`src/drw_regs.svh`:
```
/*
 * constants for the remote write register block: word indices,
 * field positions, codes and timing counts.
 * assumes a 10 MHz core clock.
 */
`ifndef DRW_REGS_SVH
`define DRW_REGS_SVH

// remote word indices on the link
`define DRW_W_MON_A      3'h0
`define DRW_W_SETPOINT   3'h1
`define DRW_W_INSTR      3'h2
`define DRW_W_OPERAND    3'h3
`define DRW_W_MON_C      3'h4
`define DRW_W_MON_D      3'h5
`define DRW_W_MON_E      3'h6
`define DRW_W_MON_F      3'h7

// apb offsets of the controller registers
`define DRW_A_WORD0      8'h00
`define DRW_A_CTRL       8'h20
`define DRW_A_STATUS     8'h24
`define DRW_A_RDBK0      8'h40

// control / status bit positions
`define DRW_B_MON        0
`define DRW_B_RAM        1
`define DRW_B_EEP        2
`define DRW_B_INS        3
`define DRW_B_READY      4

// set point and selection codes
`define DRW_FREQ_MAX     16'hE678
`define DRW_EXT_ZERO     8'h00
`define DRW_EXT_ONE      8'h01
`define DRW_EXT_TWELVE   8'h0C
`define DRW_TSRC_THREE   8'h03
`define DRW_TSRC_FIVE    8'h05

// store and instruction service times
`define DRW_RAM_NS       1000
`define DRW_EEP_NS       10000
`define DRW_INS_NS       2000
`define DRW_CLK_NS       100
`define DRW_RAM_CYC      ((`DRW_RAM_NS + `DRW_CLK_NS - 1) / `DRW_CLK_NS)
`define DRW_EEP_CYC      ((`DRW_EEP_NS + `DRW_CLK_NS - 1) / `DRW_CLK_NS)
`define DRW_INS_CYC      ((`DRW_INS_NS + `DRW_CLK_NS - 1) / `DRW_CLK_NS)

`endif

```
`src/drw_pkg.sv`:
```
/*
 * types shared by both ends of the remote write link.
 * assumes nothing beyond the constants header.
 */
package drw_pkg;
	typedef logic [15:0] drw_word_t;
	typedef enum logic [1:0] {
		DRW_IDLE = 2'b00,
		DRW_BUSY = 2'b01,
		DRW_DONE = 2'b11
	} drw_state_t;
endpackage

```
`src/drw_link_if.sv`:
```
/*
 * link between the master end and the drive end: eight remote
 * write words, request and done bits, readback words.
 * assumes both ends share core_clk_i.
 */
`timescale 1ns/100ps
interface drw_link_if;
	import drw_pkg::*;
	drw_word_t  wr_word [8];
	drw_word_t  rd_word [8];
	logic       monitor_request;
	logic       ram_write_request;
	logic       eeprom_write_request;
	logic       instruction_execute_request;
	logic       ram_write_done;
	logic       eeprom_write_done;
	logic       instruction_done;
	logic       monitor_done;
	logic       station_ready_flag;

	modport master (
		output wr_word, monitor_request, ram_write_request,
		       eeprom_write_request, instruction_execute_request,
		input  rd_word, ram_write_done, eeprom_write_done,
		       instruction_done, monitor_done, station_ready_flag
	);
	modport drive (
		input  wr_word, monitor_request, ram_write_request,
		       eeprom_write_request, instruction_execute_request,
		output rd_word, ram_write_done, eeprom_write_done,
		       instruction_done, monitor_done, station_ready_flag
	);
endinterface

```
`src/drw_drive.sv`:
```
/*
 * drive end: acts on remote write words and requests.
 * assumes the master keeps words stable while a request is high.
 */
// The placing of the registers and register access over APB were decided locally.
// Contract
// - monitor request fills first two readback words
// - ram request stores volatile, eeprom stores persistent
// - write set point first; done after store
// - set point is unsigned 0.01 Hz, max 59000
// - torque mode for ext 0,1,12 and source 3,5; code also requires sensorless_vec_i high
// - torque write updates both torque parameters
// - instruction runs only after execute request
// - instruction done only after full execution
// - nonzero ext: upper byte is link extension
// - operand and instruction set before execute
// - master loads zero operand when unused
// - monitor request fills readback words four to seven
// - done drops when execute request clears
// - master accesses only while station ready
`timescale 1ns/100ps
`include "drw_regs.svh"
module drw_drive
	import drw_pkg::*;
#(
	parameter int EEP_CYC = `DRW_EEP_CYC
) (
	// clock and reset
	input  wire logic         core_clk_i,
	input  wire logic         rst_i,
	input  wire logic         clk_en_i,
	// drive settings
	input  wire logic [7:0]   ext_setting_sel_i,
	input  wire logic [7:0]   torque_src_sel_i,
	input  wire logic         sensorless_vec_i,
	input  wire logic         drive_fault_i,
	// monitored data source, indexed by monitor code
	output      logic [15:0]  mon_code_o,
	input  wire logic [15:0]  mon_data_i,
	// stored values
	output      logic [15:0]  freq_ram_o,
	output      logic [15:0]  freq_eep_o,
	output      logic [15:0]  torque_cmd_volatile_param_o,
	output      logic [15:0]  torque_cmd_persistent_param_o,
	// instruction execution
	output      logic         ins_strobe_o,
	output      logic [7:0]   ins_code_o,
	output      logic [7:0]   ins_link_ext_o,
	output      logic [15:0]  ins_operand_o,
	// link
	drw_link_if.drive         lnk
);
	drw_state_t st_r;
	logic [15:0] cnt_r;
	logic        is_eep_r;
	logic [2:0]  mon_idx_r;
	logic        mon_busy_r;
	logic [15:0] ins_cnt_r;
	logic        ins_busy_r;
	logic        torque_mode;
	logic [2:0]  mon_word;

	assign torque_mode = sensorless_vec_i &&
		(ext_setting_sel_i == `DRW_EXT_ZERO ||
		 ext_setting_sel_i == `DRW_EXT_ONE ||
		 ext_setting_sel_i == `DRW_EXT_TWELVE) &&
		(torque_src_sel_i == `DRW_TSRC_THREE ||
		 torque_src_sel_i == `DRW_TSRC_FIVE);

	// fault drops the ready interlock
	always_ff @(posedge core_clk_i or posedge rst_i) begin
		if (rst_i)
			lnk.station_ready_flag <= 1'b0;
		else if (clk_en_i)
			lnk.station_ready_flag <= !drive_fault_i;
	end

	always_ff @(posedge core_clk_i or posedge rst_i) begin
		if (rst_i) begin
			st_r                          <= DRW_IDLE;
			cnt_r                         <= 16'h0000;
			is_eep_r                      <= 1'b0;
			lnk.ram_write_done            <= 1'b0;
			lnk.eeprom_write_done         <= 1'b0;
			freq_ram_o                    <= 16'h0000;
			freq_eep_o                    <= 16'h0000;
			torque_cmd_volatile_param_o   <= 16'h0000;
			torque_cmd_persistent_param_o <= 16'h0000;
		end else if (clk_en_i) begin
			unique case (st_r)
			DRW_IDLE: begin
				if (lnk.eeprom_write_request) begin
					st_r     <= DRW_BUSY;
					is_eep_r <= 1'b1;
					cnt_r    <= 16'(EEP_CYC);
				end else if (lnk.ram_write_request) begin
					st_r     <= DRW_BUSY;
					is_eep_r <= 1'b0;
					cnt_r    <= 16'(`DRW_RAM_CYC);
				end
			end
			DRW_BUSY: begin
				if (cnt_r > 16'h0001) begin
					cnt_r <= cnt_r - 16'h0001;
				end else begin
					st_r <= DRW_DONE;
					if (torque_mode) begin
						torque_cmd_volatile_param_o   <= lnk.wr_word[`DRW_W_SETPOINT];
						torque_cmd_persistent_param_o <= lnk.wr_word[`DRW_W_SETPOINT];
					end else if (lnk.wr_word[`DRW_W_SETPOINT] <= `DRW_FREQ_MAX) begin
						if (is_eep_r)
							freq_eep_o <= lnk.wr_word[`DRW_W_SETPOINT];
						freq_ram_o <= lnk.wr_word[`DRW_W_SETPOINT];
					end
					if (is_eep_r)
						lnk.eeprom_write_done <= 1'b1;
					else
						lnk.ram_write_done <= 1'b1;
				end
			end
			DRW_DONE: begin
				if (is_eep_r ? !lnk.eeprom_write_request
				             : !lnk.ram_write_request) begin
					st_r                  <= DRW_IDLE;
					lnk.ram_write_done    <= 1'b0;
					lnk.eeprom_write_done <= 1'b0;
				end
			end
			default: st_r <= DRW_IDLE;
			endcase
		end
	end

	// readback word index of a scan step
	assign mon_word = mon_idx_r;
	always_comb begin
		unique case (mon_idx_r)
		3'h0: mon_code_o = {8'h00, lnk.wr_word[`DRW_W_MON_A][7:0]};
		3'h1: mon_code_o = {8'h00, lnk.wr_word[`DRW_W_MON_A][15:8]};
		3'h4: mon_code_o = lnk.wr_word[`DRW_W_MON_C];
		3'h5: mon_code_o = lnk.wr_word[`DRW_W_MON_D];
		3'h6: mon_code_o = lnk.wr_word[`DRW_W_MON_E];
		default: mon_code_o = lnk.wr_word[`DRW_W_MON_F];
		endcase
	end

	// scan codes into words zero, one and four to seven
	always_ff @(posedge core_clk_i or posedge rst_i) begin
		if (rst_i) begin
			mon_idx_r        <= 3'h0;
			mon_busy_r       <= 1'b0;
			lnk.monitor_done <= 1'b0;
			for (int i = 0; i < 8; i++)
				lnk.rd_word[i] <= 16'h0000;
		end else if (clk_en_i) begin
			if (!lnk.monitor_request) begin
				mon_busy_r       <= 1'b0;
				lnk.monitor_done <= 1'b0;
				mon_idx_r        <= 3'h0;
			end else if (!mon_busy_r && !lnk.monitor_done) begin
				mon_busy_r <= 1'b1;
				mon_idx_r  <= 3'h0;
			end else if (mon_busy_r) begin
				lnk.rd_word[mon_word] <= mon_data_i;
				if (mon_idx_r == 3'h7) begin
					mon_busy_r       <= 1'b0;
					lnk.monitor_done <= 1'b1;
				end else if (mon_idx_r == 3'h1) begin
					mon_idx_r <= 3'h4;
				end else begin
					mon_idx_r <= mon_idx_r + 3'h1;
				end
			end
		end
	end

	always_ff @(posedge core_clk_i or posedge rst_i) begin
		if (rst_i) begin
			ins_busy_r           <= 1'b0;
			ins_cnt_r            <= 16'h0000;
			ins_strobe_o         <= 1'b0;
			ins_code_o           <= 8'h00;
			ins_link_ext_o       <= 8'h00;
			ins_operand_o        <= 16'h0000;
			lnk.instruction_done <= 1'b0;
		end else if (clk_en_i) begin
			ins_strobe_o <= 1'b0;
			if (!lnk.instruction_execute_request) begin
				ins_busy_r           <= 1'b0;
				lnk.instruction_done <= 1'b0;
			end else if (!ins_busy_r && !lnk.instruction_done) begin
				ins_busy_r   <= 1'b1;
				ins_cnt_r    <= 16'(`DRW_INS_CYC);
				ins_strobe_o <= 1'b1;
				ins_operand_o <= lnk.wr_word[`DRW_W_OPERAND];
				if (ext_setting_sel_i != `DRW_EXT_ZERO) begin
					ins_link_ext_o <= lnk.wr_word[`DRW_W_INSTR][15:8];
					ins_code_o     <= lnk.wr_word[`DRW_W_INSTR][7:0];
				end else begin
					ins_link_ext_o <= 8'h00;
					ins_code_o     <= lnk.wr_word[`DRW_W_INSTR][7:0];
				end
			end else if (ins_busy_r) begin
				if (ins_cnt_r > 16'h0001) begin
					ins_cnt_r <= ins_cnt_r - 16'h0001;
				end else begin
					ins_busy_r           <= 1'b0;
					lnk.instruction_done <= 1'b1;
				end
			end
		end
	end
endmodule

```
`src/flat_wrapper.sv`:
```
// flat-port wrapper written by rule: the top's interface ports become plain ports
module drw_drive_flat import drw_pkg::*;
#(
	parameter int EEP_CYC = `DRW_EEP_CYC
)
  (core_clk_i, rst_i, clk_en_i, ext_setting_sel_i, torque_src_sel_i, sensorless_vec_i, drive_fault_i, mon_code_o, mon_data_i, freq_ram_o, freq_eep_o, torque_cmd_volatile_param_o, torque_cmd_persistent_param_o, ins_strobe_o, ins_code_o, ins_link_ext_o, ins_operand_o, lnk_wr_word, lnk_monitor_request, lnk_ram_write_request, lnk_eeprom_write_request, lnk_instruction_execute_request, lnk_rd_word, lnk_ram_write_done, lnk_eeprom_write_done, lnk_instruction_done, lnk_monitor_done, lnk_station_ready_flag);
  drw_link_if lnk_i ();
  input  wire logic core_clk_i;
  input  wire logic rst_i;
  input  wire logic clk_en_i;
  input  wire logic [7:0] ext_setting_sel_i;
  input  wire logic [7:0] torque_src_sel_i;
  input  wire logic sensorless_vec_i;
  input  wire logic drive_fault_i;
  output      logic [15:0] mon_code_o;
  input  wire logic [15:0] mon_data_i;
  output      logic [15:0] freq_ram_o;
  output      logic [15:0] freq_eep_o;
  output      logic [15:0] torque_cmd_volatile_param_o;
  output      logic [15:0] torque_cmd_persistent_param_o;
  output      logic ins_strobe_o;
  output      logic [7:0] ins_code_o;
  output      logic [7:0] ins_link_ext_o;
  output      logic [15:0] ins_operand_o;
  input wire logic [$bits(lnk_i.wr_word)-1:0] lnk_wr_word;
  input wire logic [$bits(lnk_i.monitor_request)-1:0] lnk_monitor_request;
  input wire logic [$bits(lnk_i.ram_write_request)-1:0] lnk_ram_write_request;
  input wire logic [$bits(lnk_i.eeprom_write_request)-1:0] lnk_eeprom_write_request;
  input wire logic [$bits(lnk_i.instruction_execute_request)-1:0] lnk_instruction_execute_request;
  output wire logic [$bits(lnk_i.rd_word)-1:0] lnk_rd_word;
  output wire logic [$bits(lnk_i.ram_write_done)-1:0] lnk_ram_write_done;
  output wire logic [$bits(lnk_i.eeprom_write_done)-1:0] lnk_eeprom_write_done;
  output wire logic [$bits(lnk_i.instruction_done)-1:0] lnk_instruction_done;
  output wire logic [$bits(lnk_i.monitor_done)-1:0] lnk_monitor_done;
  output wire logic [$bits(lnk_i.station_ready_flag)-1:0] lnk_station_ready_flag;
  assign lnk_i.wr_word = {>>{lnk_wr_word}};
  assign lnk_i.monitor_request = lnk_monitor_request;
  assign lnk_i.ram_write_request = lnk_ram_write_request;
  assign lnk_i.eeprom_write_request = lnk_eeprom_write_request;
  assign lnk_i.instruction_execute_request = lnk_instruction_execute_request;
  assign lnk_rd_word = {>>{lnk_i.rd_word}};
  assign lnk_ram_write_done = lnk_i.ram_write_done;
  assign lnk_eeprom_write_done = lnk_i.eeprom_write_done;
  assign lnk_instruction_done = lnk_i.instruction_done;
  assign lnk_monitor_done = lnk_i.monitor_done;
  assign lnk_station_ready_flag = lnk_i.station_ready_flag;
  drw_drive #(.EEP_CYC(EEP_CYC)) u_core (.core_clk_i(core_clk_i), .rst_i(rst_i), .clk_en_i(clk_en_i), .ext_setting_sel_i(ext_setting_sel_i), .torque_src_sel_i(torque_src_sel_i), .sensorless_vec_i(sensorless_vec_i), .drive_fault_i(drive_fault_i), .mon_code_o(mon_code_o), .mon_data_i(mon_data_i), .freq_ram_o(freq_ram_o), .freq_eep_o(freq_eep_o), .torque_cmd_volatile_param_o(torque_cmd_volatile_param_o), .torque_cmd_persistent_param_o(torque_cmd_persistent_param_o), .ins_strobe_o(ins_strobe_o), .ins_code_o(ins_code_o), .ins_link_ext_o(ins_link_ext_o), .ins_operand_o(ins_operand_o), .lnk(lnk_i));
endmodule
```
`config.mk`:
```
export PLATFORM = sky130hd
export DESIGN_NAME = drw_drive_flat
export DESIGN_NICKNAME = d
export VERILOG_FILES = /design/src/drw_pkg.sv /design/src/drw_link_if.sv /design/src/drw_drive.sv /design/src/flat_wrapper.sv
export VERILOG_INCLUDE_DIRS = /design/src
export SDC_FILE = /design/constraint.sdc
export NUM_CORES = 1
export LEC_CHECK = 0
export BUFFER_PORTS_ARGS = -buffer_cell sky130_fd_sc_hd__buf_2
export CAP_MARGIN = 5
export CORE_ASPECT_RATIO = 0.9
export CORE_MARGIN = 3
export CORE_UTILIZATION = 38
export DETAILED_ROUTE_END_ITERATION = 16
export PLACE_DENSITY = 0.66
export SLEW_MARGIN = 20
export SYNTH_ARGS = -nofsm -noshare
export SYNTH_HDL_FRONTEND = slang
export SYNTH_SLANG_ARGS = --single-unit
```
`constraint.sdc`:
```
create_clock -name core_clk_i -period 9.7 [get_ports core_clk_i]
set_clock_uncertainty 0.1 [all_clocks]
set_input_delay 0.97 -clock core_clk_i [delete_from_list [all_inputs] [get_ports core_clk_i]]
set_output_delay 0.97 -clock core_clk_i [all_outputs]
set_load 0.005 [all_outputs]
```
==> flow_metrics.env, run 1 <==
export IMPL_outcome="completed"
export IMPL_drive_gt1_share_pct=50.8
export IMPL_synth_adder_area_share_pct=0.552
export IMPL_start_kind="register"
export IMPL_routedWlPerCell_um=19.2
export IMPL_hold_start="u_core.ins_operand_o[6]"
export IMPL_clk_path_buf_depth=3
export IMPL_multiInputGateArea_um2=4580
export IMPL_period_share_pct=38.9
export IMPL_fin_hold_ws_ns=0.367
export IMPL_synth_largest_area_cell="dfrtp_1"
export IMPL_power_leakage_nw=7.95
export IMPL_area_growth_syn_to_layout_pct=29.1
export IMPL_synth_top_area_share_pct=56.1
export IMPL_slowest_delay_ns=0.62
export IMPL_firstDrtPassIters=4
export IMPL_cts_tree="built"
export IMPL_synth_cell_types=65
export IMPL_ys_ff_latch=254
export IMPL_cts_root_buf="clkbuf_16"
export IMPL_ioPinCount=415
export IMPL_synth_nets=1096
export IMPL_synth_xor_area_share_pct=1.24
export IMPL_path_buf_inv=3
export IMPL_rrSetupSlack_ns=6.82
export IMPL_placed_area_um2=13700
export IMPL_nFillCells=2688
export IMPL_tns_ns=0
export IMPL_ys_flop_type="dfrtp_1"
export IMPL_wirelength_um=33300
export IMPL_viasPerCell=5.09
export IMPL_worst_setup_path_end_kind="output pin"
export IMPL_clk_pin_slew_ns=0.07
export IMPL_layout_min_cycle_time_ns=3.78
export IMPL_clk_latency_ns=0.52
export IMPL_rows=59
export IMPL_num_nets_final=1491
export IMPL_grt_remaining_overflow=0
export IMPL_core_area_um2=29200
export IMPL_drv_cap=0
export IMPL_synth_mux_area_share_pct=20.7
export IMPL_grt_setup_unrepaired="false"
export IMPL_cp_top_family="buffers and inverters"
export IMPL_synth_warnings=0
export IMPL_synth_simple_area_share_pct=10.8
export IMPL_syn_instance_count=922
export IMPL_cts_buffers=27
export IMPL_slowest_stage="nand2_1"
export IMPL_cts_resized=0
export IMPL_synth_compound_area_share_pct=6.93
export IMPL_synth_most_common_cell="dfrtp_1"
export IMPL_grt_first_pass_wirelength_um=50900
export IMPL_port_buffer_count=414
export IMPL_antenna_found_initial=1
export IMPL_cts_sinks=254
export IMPL_critPathMaxFanout=28
export IMPL_synth_area_leaders="dfrtp_1 (56%), mux2_2 (16%), nand2_1 (3.3%), mux2_4 (2.6%), nor2_1 (1.9%)"
export IMPL_worstSetupStartpoint="u_core.mon_idx_r[0]"
export IMPL_slew_viol_final=0
export IMPL_post_cts_buffers=0
export IMPL_fmax_ghz=0.265
export IMPL_grt_max_degree=124
export IMPL_ys_seq_area_share_pct=56.1
export IMPL_dp_cells=1684
export IMPL_synth_edf_count=0
export IMPL_die_h_um=170
export IMPL_drtAntennaViolNets=0
export IMPL_setup_viol_count_final=0
export IMPL_ys_async_sr_fraction_pct=100
export IMPL_syn_area_per_cell_um2=12.3
export IMPL_grt_use_total_pct=19.9
export IMPL_hold_violations=0
export IMPL_drcViolationCount=0
export IMPL_crit_chain="buf_4 > inv_1 > nand2_1 > mux2i_1 > a21oi_1 > buf_2"
export IMPL_reg2reg_from="u_core.cnt_r[10]"
export IMPL_worstMarginPinSlew_ns=1.07
export IMPL_place_gp_congestion=0.898
export IMPL_cp_data_required_time_ns=8.63
export IMPL_yosys_top_cells_count="dfrtp_1 (254), mux2_2 (158), nand2_1 (101), nor2_1 (56), o21ai_0 (33)"
export IMPL_ir_worst_vdd_v=0.000118
export IMPL_syn_area_um2=11300
export IMPL_seq_area_um2=6360
export IMPL_worst_hold_path_type="register to register"
export IMPL_die_w_um=188
export IMPL_max_slew_margin_rel_pct=28.4
export IMPL_hpwl_um=23800
export IMPL_crit_arrival_ns=2.71
export IMPL_first_iter_violations=507
export IMPL_layout_cells_non_filler=1733
export IMPL_cts_max_level=1
export IMPL_first_global_vias=8801
export IMPL_dieArea_um2=31900
export IMPL_synth_top_family_by_area="multiplexers"
export IMPL_power_density_nw_per_um2=228
export IMPL_critical_path_class="register to output pin"
export IMPL_stdcell_area_um2=14600
export IMPL_start_util_pct=38.9
export IMPL_hold_buffers=0
export IMPL_vias=8823
==> layout by cell type (no fill, tap or decap), types with 8 or more instances in the layout <==
cell / synthesis / final
buf_2: 7 / 414
dfrtp_1: 254 / 254
mux2_2: 158 / 158
nand2_1: 101 / 101
nor2_1: 56 / 55
o21ai_0: 33 / 32
clkbuf_16: 0 / 27
inv_1: 22 / 21
a21oi_1: 20 / 20
mux2_4: 20 / 20
xor2_1: 15 / 15
nor3_1: 16 / 13
mux2i_1: 13 / 13
buf_4: 16 / 13
o22ai_1: 10 / 10
a22o_1: 9 / 9
nand4_1: 9 / 9
nor4_1: 8 / 8
or4_1: 8 / 8
nand2b_1: 8 / 8
a32o_1: 8 / 8
==> cell families after synthesis <==
group	Yosys count
multiplexers	197
AND/OR/NAND/NOR	248
buffers and inverters	84
adder cells (fa/ha/maj)	5
AO/OA/AOI/OAI	118
flip-flops	254
XOR/XNOR	16
==> sequential cells by signal (all words and copies together) (netlist names) <==
name and flops:
u_core.st_r 2, u_core.ins_busy_r 1, u_core.lnk.monitor_done 1, u_core.ins_cnt_r 16, u_core.lnk.rd_word 128, u_core.is_eep_r 1
u_core.freq_ram_o 16, u_core.ins_operand_o 16, u_core.lnk.station_ready_flag 1, u_core.torque_cmd_volatile_param_o 16, u_core.lnk.instruction_done 1, u_core.mon_busy_r 1
u_core.ins_code_o 8, u_core.mon_idx_r 3, u_core.cnt_r 16, u_core.ins_link_ext_o 8, u_core.freq_eep_o 16, u_core.ins_strobe_o 1
u_core.lnk.ram_write_done 1, u_core.lnk.eeprom_write_done 1
==> worst min-delay path, stage by stage (launching register included) <==
cell and delay (ns):
dfrtp_1 0.34, nand2_1 0.05, nand2_1 0.05
==> metal layers <==
metal | global-route usage [%] | part of all wire, % | wire length [um] | vias up
li1 | - | - | - | 4055
met1 | 27.2 | 44 | 14600 | 4449
met2 | 32.9 | 48 | 16000 | 260
met3 | 3.60 | 5.3 | 1760 | 59
met4 | 5.74 | 3.0 | 998 | 0
met5 | 0 | 0 | 0 | -
==> final cells by class <==
class	count	share of cell area (%)
Sequential cell	254	43.4
Timing Repair Buffer	427	14.8
Multi-Input combinational cell	584	31.3
Clock inverter	11	1.10
Inverter	23	0.641
Antenna cell	1	0.0171
Tap cell	396	3.39
Clock buffer	37	5.28
==> worst paths after layout <==
path                                           end  cells past startpoint
max                                  mon_code_o[1]                      6
min                        u_core.ins_operand_o[6]                      2
max reg2reg                   u_core.freq_ram_o[2]                      5
min reg2reg                u_core.ins_operand_o[6]                      2
max in group asynchronous    u_core.lnk.rd_word[1]                      4
min in group asynchronous    u_core.freq_eep_o[15]                      2
==> power by group <==
group	switching, mW	internal, mW
logic	0.403	0.398
clock network	0.421	0.661
registers	0.164	1.30
total	0.988	2.35
==> through the flow <==
stage               utilization [%]  power, mW  worst slack, ns
floorplan                         -       1.91             1.64
global placement               47.0       2.26             6.13
detailed placement             47.0       2.28             6.11
CTS                            50.2       3.38             5.87
global route                   50.2       3.53             5.69
finish                         50.2       3.34             5.92
No activity file was read; power rests on OpenSTA's default activity.
==> inputs of run 2 (changes only) <==
--- a/config.mk
+++ b/config.mk
@@ -6,6 +6,7 @@
 export SDC_FILE = /design/constraint.sdc
 export NUM_CORES = 1
 export LEC_CHECK = 0
+export ABC_AREA = 1
 export BUFFER_PORTS_ARGS = -buffer_cell sky130_fd_sc_hd__buf_2
 export CAP_MARGIN = 5
 export CORE_ASPECT_RATIO = 0.9
==> constraint.sdc (replaced) <==
create_clock -name core_clk_i -period 3.6 [get_ports core_clk_i]
set_clock_uncertainty 0.1 [all_clocks]
set_input_delay 0.36 -clock core_clk_i [delete_from_list [all_inputs] [get_ports core_clk_i]]
set_output_delay 0.36 -clock core_clk_i [all_outputs]
set_load 0.005 [all_outputs]
==> run 2 against run 1 <==
Synthesized area increased by 1.1%. Cell area increased by 4.2%. Critical path depth unchanged. Synthesized cell count increased by 47%. Combinational power increased to 3.9 times the previous value. Global-route usage increased by 0.89 points. Largest cell class unchanged. Largest power group unchanged.
==> flow_metrics.env, run 2 <==
export IMPL_viasPerCell=4.87
export IMPL_core_area_um2=29300
export IMPL_clk_path_buf_depth=3
export IMPL_worstMarginPinSlew_ns=0.995
export IMPL_cts_max_level=1
export IMPL_largest_reg_flops=128
export IMPL_reg2reg_from="u_core.lnk.instruction_done"
export IMPL_cts_buffers=28
export IMPL_cts_resized=0
export IMPL_port_buffer_count=414
export IMPL_worst_setup_path_end_kind="output pin"
export IMPL_dieArea_um2=32300
export IMPL_cp_data_required_time_ns=3.14
export IMPL_first_iter_violations=669
export IMPL_period_share_pct=76.8
export IMPL_critPathMaxFanout=17
export IMPL_power_density_nw_per_um2=682
export IMPL_layout_common_cells="nand2_1 (419), buf_2 (414), dfrtp_1 (254), nor2_1 (145), o21ai_0 (97)"
export IMPL_max_slew_margin_rel_pct=33.6
export IMPL_syn_instance_count=1357
export IMPL_hpwl_um=25200
export IMPL_top_register="u_core.lnk.rd_word"
export IMPL_grt_max_degree=133
export IMPL_wirelength_um=35300
export IMPL_synth_nets=1531
export IMPL_seq_area_um2=6360
export IMPL_nFillCells=2749
export IMPL_stdcell_area_um2=15300
export IMPL_firstDrtPassIters=5
export IMPL_cts_sinks=254
export IMPL_clk_pin_slew_ns=0.06
export IMPL_critical_path_class="register to output pin"
export IMPL_power_leakage_nw=8.32
export IMPL_hold_start="lnk_instruction_execute_request"
export IMPL_syn_area_per_cell_um2=8.45
export IMPL_ys_async_sr_fraction_pct=100
export IMPL_vias=10700
export IMPL_post_cts_buffers=0
export IMPL_ys_ff_latch=254
export IMPL_num_nets_final=1961
export IMPL_cts_root_buf="clkbuf_16"
export IMPL_clk_latency_ns=0.55
export IMPL_yosys_top_cells_count="nand2_1 (419), dfrtp_1 (254), nor2_1 (145), o21ai_0 (97), inv_1 (80)"
export IMPL_grt_use_total_pct=20.8
export IMPL_ioPinCount=415
export IMPL_ys_seq_area_share_pct=55.4
export IMPL_layout_min_cycle_time_ns=2.77
export IMPL_drv_cap=0
export IMPL_ys_flop_type="dfrtp_1"
export IMPL_fmax_ghz=0.362
export IMPL_synth_cell_types=38
export IMPL_dp_slack_ns=1.11
export IMPL_first_global_vias=10000
export IMPL_synth_warnings=0
export IMPL_start_kind="register"
export IMPL_drive_gt1_share_pct=28.1
export IMPL_grt_first_pass_wirelength_um=54700
export IMPL_slew_viol_final=0
export IMPL_syn_area_um2=11500
export IMPL_hold_violations=0
export IMPL_cts_tree="built"
export IMPL_area_growth_syn_to_layout_pct=33.0
export IMPL_setup_viol_count_final=0
export IMPL_post_route_util_pct=52.0
export IMPL_setup_slack_ns=0.834
export IMPL_placed_area_um2=13700
export IMPL_fin_hold_ws_ns=0.0333
export IMPL_grt_setup_unrepaired="false"
export IMPL_drtAntennaViolNets=0
export IMPL_worst_hold_path_type="input pin to register"
export IMPL_final_common_cell="nand2_1"
export IMPL_diodes=0
export IMPL_hold_buffers=50
export IMPL_crit_arrival_ns=2.31
export IMPL_worstSetupStartpoint="u_core.mon_idx_r[2]"
export IMPL_antenna_found_initial=1
export IMPL_start_util_pct=39.1
export IMPL_multiInputGateArea_um2=4380
export IMPL_synth_largest_area_cell="dfrtp_1"
export IMPL_grt_remaining_overflow=0
export IMPL_routedWlPerCell_um=16.0
export IMPL_drcViolationCount=0
export IMPL_die_h_um=171
export IMPL_rows=59
export IMPL_synth_most_common_cell="nand2_1"
export IMPL_synth_top_area_share_pct=55.4
export IMPL_synth_area_leaders="dfrtp_1 (55%), nand2_1 (14%), nor2_1 (4.7%), o21ai_0 (4.2%), a21oi_1 (3.0%)"
export IMPL_synth_edf_count=0
export IMPL_place_gp_congestion=0.866
export IMPL_die_w_um=189
export IMPL_outcome="completed"
export IMPL_ir_worst_vdd_v=0.000349
[run 2: routing by layer]
metal / GRT usage [%] / vias to the layer above / part of all wire, %
met5: 0 / - / 0.048
met4: 6.22 / 2 / 3.0
met1: 27.2 / 5011 / 42
met3: 6.04 / 68 / 8.5
li1: - / 5259 / -
met2: 33.9 / 399 / 46
[run 2: worst paths after layout]
check                                              endpoint  slack (ns)  depth (start not counted)
worst max-delay path                          mon_code_o[2]        0.83                          6
worst min-delay path            u_core.lnk.instruction_done        0.03                          3
worst max register to register     u_core.ins_operand_o[13]        1.10                          7
worst min register to register        u_core.freq_ram_o[14]        0.37                          2
max in group asynchronous              u_core.freq_ram_o[2]        2.35                          4
min in group asynchronous            u_core.lnk.rd_word[91]        0.43                          4
[run 2: critical path: stages (launching register included)]
cell     delay, ns
dfrtp_1       0.53
inv_2         0.11
nor3_4        0.62
a22o_1        0.23
nor2_1        0.05
nand3_1       0.09
buf_2         0.13
[run 2: kinds of logic after synthesis]
kind of cell / Yosys count / share of synthesized area (%)
and+or+nand+nor: 716 / 27.1
DFF: 254 / 55.4
AOI/OAI and AO/OA: 219 / 10.3
buffers and inverters: 159 / 6.35
adders and majority gates: 5 / 0.546
xor gates and xnor gates: 4 / 0.306
[run 2: power by group]
group	internal, mW	switching (mW)
sequential	3.61	0.546
combinational	1.27	1.88
clock	1.92	1.19
[run 2: final cells by class]
class,instances,share of cell area (%)
clock buffers,39,5.52
clock inverters,11,1.23
inverters,86,2.14
multi-input cells,944,28.7
flip-flops and latches,254,41.7
well taps,396,3.25
repair buffers,473,17.5
[run 2: per-stage QoR]
stage | std cells | setup TNS [ns] | total power [mW]
floorplan | 1357 | -51.73 | 6.02
global placement | 2103 | 0 | 7.23
detailed placement | 2103 | 0 | 7.30
CTS | 2203 | 0 | 10.5
global route | 2203 | 0 | 11.2
finish | 2203 | 0 | 10.4
==> inputs of run 3 (changes only) <==
--- a/config.mk
+++ b/config.mk
@@ -6,14 +6,14 @@
 export SDC_FILE = /design/constraint.sdc
 export NUM_CORES = 1
 export LEC_CHECK = 0
-export ABC_AREA = 1
+export ABC_AREA = 0
 export BUFFER_PORTS_ARGS = -buffer_cell sky130_fd_sc_hd__buf_2
 export CAP_MARGIN = 5
 export CORE_ASPECT_RATIO = 0.9
 export CORE_MARGIN = 3
 export CORE_UTILIZATION = 38
 export DETAILED_ROUTE_END_ITERATION = 16
-export PLACE_DENSITY = 0.66
+export PLACE_DENSITY = 0.69
 export SLEW_MARGIN = 20
 export SYNTH_ARGS = -nofsm -noshare
 export SYNTH_HDL_FRONTEND = slang
==> constraint.sdc (replaced) <==
create_clock -name core_clk_i -period 2.3 [get_ports core_clk_i]
set_clock_uncertainty 0.1 [all_clocks]
set_input_delay 0.23 -clock core_clk_i [delete_from_list [all_inputs] [get_ports core_clk_i]]
set_output_delay 0.23 -clock core_clk_i [all_outputs]
set_load 0.005 [all_outputs]
==> run 3 against run 2 <==
The run now ends with negative setup slack left. Cell area increased by 6.5%. Clock power increased by 54%. Utilization up 3.6 points. Combinational power up 26%. Cell count decreased by 15%. Sequential share of layout area decreased by 2.5 points. Critical path depth increased by 1. Global-route usage rose by 0.20 points. Routed wire length up 0.63%. First-iteration DRC count shrank 37%.
==> flow_metrics.env, run 3 (synthesis gave the netlist of run 1 again) <==
export IMPL_outcome="finished with violations"
export IMPL_failed_checks="negative setup slack"
export IMPL_firstDrtPassIters=4
export IMPL_cts_tree="built"
export IMPL_p_seq_share_pct=41.4
export IMPL_slowest_delay_ns=0.41
export IMPL_path_buf_inv=2
export IMPL_drtAntennaViolNets=0
export IMPL_ir_worst_vdd_v=0.000682
export IMPL_clk_latency_ns=0.54
export IMPL_slowest_stage="or3_4"
export IMPL_num_nets_final=1625
export IMPL_core_area_um2=29200
export IMPL_clk_path_buf_depth=3
export IMPL_layout_cells_non_filler=1872
export IMPL_worst_hold_path_type="input pin to register"
export IMPL_antenna_found_initial=4
export IMPL_power_density_nw_per_um2=916
export IMPL_rr_endpoint="u_core.freq_eep_o[5]"
export IMPL_critPathMaxFanout=16
export IMPL_tns_ns=-0.606
export IMPL_min_to="u_core.lnk.monitor_done"
export IMPL_crit_chain="or3_4 > or3_4 > nor3_4 > buf_6 > nand4_4 > buf_12 > mux2_4"
export IMPL_worst_setup_path_end_kind="register"
export IMPL_crit_arrival_ns=2.66
export IMPL_viasPerCell=5.06
export IMPL_cp_data_required_time_ns=2.62
export IMPL_largest_reg_flops=128
export IMPL_cts_root_buf="clkbuf_16"
export IMPL_dieArea_um2=31900
export IMPL_dp_cells=1730
export IMPL_vias=9468
export IMPL_cts_buffers=29
export IMPL_layout_min_cycle_time_ns=2.33
export IMPL_first_iter_violations=422
export IMPL_hold_start="clk_en_i"
export IMPL_report_power_total_mw=14.9
export IMPL_power_leakage_nw=8.66
export IMPL_drive_gt1_share_pct=51.8
export IMPL_stdcell_area_um2=16200
export IMPL_grt_first_pass_wirelength_um=54000
export IMPL_drv_cap=0
export IMPL_reg2regPathDepth=7
export IMPL_hold_violations=0
export IMPL_internal_power_mw=10.4
export IMPL_hpwl_um=25100
export IMPL_grt_setup_unrepaired="true"
export IMPL_critical_path_class="register to register"
export IMPL_slew_viol_final=0
export IMPL_period_share_pct=101
export IMPL_grt_remaining_overflow=0
export IMPL_port_buffer_count=414
export IMPL_rrSetupSlack_ns=-0.03
export IMPL_cts_max_level=1
export IMPL_clk_pin_slew_ns=0.06
export IMPL_drcViolationCount=0
export IMPL_worstMarginPinSlew_ns=0.477
export IMPL_cp_top_family="simple AND/OR/NAND/NOR gates"
export IMPL_dp_slack_ns=-0.0558
export IMPL_start_util_pct=38.9
export IMPL_cpMostUsedCell="or3_4"
export IMPL_rows=59
export IMPL_max_slew_margin_rel_pct=67.9
export IMPL_setup_viol_count_final=34
export IMPL_routedWlPerCell_um=19.0
export IMPL_place_gp_congestion=0.839
export IMPL_power_frac_clock_pct=32.0
export IMPL_reg2reg_from="u_core.cnt_r[14]"
export IMPL_hold_depth=3
export IMPL_die_h_um=170
export IMPL_p_switching_mw=4.43
export IMPL_layout_common_cells="buf_2 (414), dfrtp_1 (252), mux2_2 (142), nand2_1 (100), dlygate4sd3_1 (70)"
export IMPL_setup_slack_ns=-0.0338
export IMPL_cts_sinks=254
export IMPL_area_growth_syn_to_layout_pct=43.3
export IMPL_p_sw_share_pct=29.8
export IMPL_placed_area_um2=14200
export IMPL_fmax_ghz=0.428
export IMPL_start_kind="register"
export IMPL_die_w_um=188
export IMPL_wirelength_um=35500
export IMPL_top_register="u_core.lnk.rd_word"
export IMPL_nFillCells=2429
export IMPL_combinationalPowerShare_pct=26.6
export IMPL_grt_max_degree=86
export IMPL_ioPinCount=415
export IMPL_first_global_vias=9905
export IMPL_final_common_cell="buf_2"
export IMPL_grt_use_total_pct=21.0
-- run 3: metal layers --
layer	global-route usage, %	wire (um)
met5	0	21
met4	8.51	1620
met3	4.90	2470
met2	36.8	17600
met1	25.2	13900
-- run 3: cell type report --
cell class | instances | area (um2) | area share (%)
clock buffer | 43 | 888 | 5.47
timing repair buffer | 559 | 3560 | 21.9
antenna | 2 | 5.00 | 0.0308
multi-input combinational | 584 | 4720 | 29.0
tap | 396 | 495 | 3.05
sequential | 254 | 6360 | 39.2
inverter | 23 | 90.1 | 0.555
clock inverter | 11 | 129 | 0.794
-- run 3: power groups by stage --
stage | clock network, mW | logic, mW | registers [mW]
floorplan | 0 | 1.86 | 6.18
global placement | 0 | 3.61 | 6.15
detailed placement | 0 | 3.73 | 6.18
CTS | 4.89 | 3.87 | 6.13
global route | 5.07 | 4.36 | 6.28
finish | 4.76 | 3.96 | 6.15
-- run 3: per-stage QoR --
stage	utilization, %	hold WS, ns
after floorplan	-	0.226
after global placement	48.6	0.113
after detailed placement	48.6	0.106
after CTS	54.9	0.0327
after global routing	55.7	0.0553
final	55.7	0.0669
-- run 3: worst max-delay path by stage --
stage                          start                                     end  slack [ns]  cells after the start
global placement    u_core.cnt_r[14]  u_core.torque_cmd_volatile_param_o[10]       -0.02                      5
CTS                 u_core.cnt_r[14]                    u_core.freq_eep_o[5]       -0.04                      7
global route        u_core.cnt_r[14]                    u_core.freq_eep_o[6]        -0.1                      7
detailed placement  u_core.cnt_r[14]  u_core.torque_cmd_volatile_param_o[12]       -0.06                      5
finish              u_core.cnt_r[14]                    u_core.freq_eep_o[5]       -0.03                      7
floorplan                      rst_i                         u_core.cnt_r[0]       -1.37                      1
-- run 3: repair_timing --
| action | in CTS | in global routing |
|---|---|---|
| gates cloned | 0 | 3 |
| endpoints found under the setup margin | 61 | 76 |
| endpoints found under the hold margin | 473 | 0 |
| buffers inserted | 3 | 10 |
| hold buffers | 70 | 0 |
| pin swaps | 3 | 5 |
| gates resized for setup | 22 | 23 |
-- run 3: worst register-to-register path, delay by kind of cell, from the launching register on --
| family | cells | cell delay (ns) |
|---|---|---|
| simple gates | 4 | 1.09 |
| flops | 1 | 0.38 |
| buf+inv | 2 | 0.33 |
| mux | 1 | 0.31 |
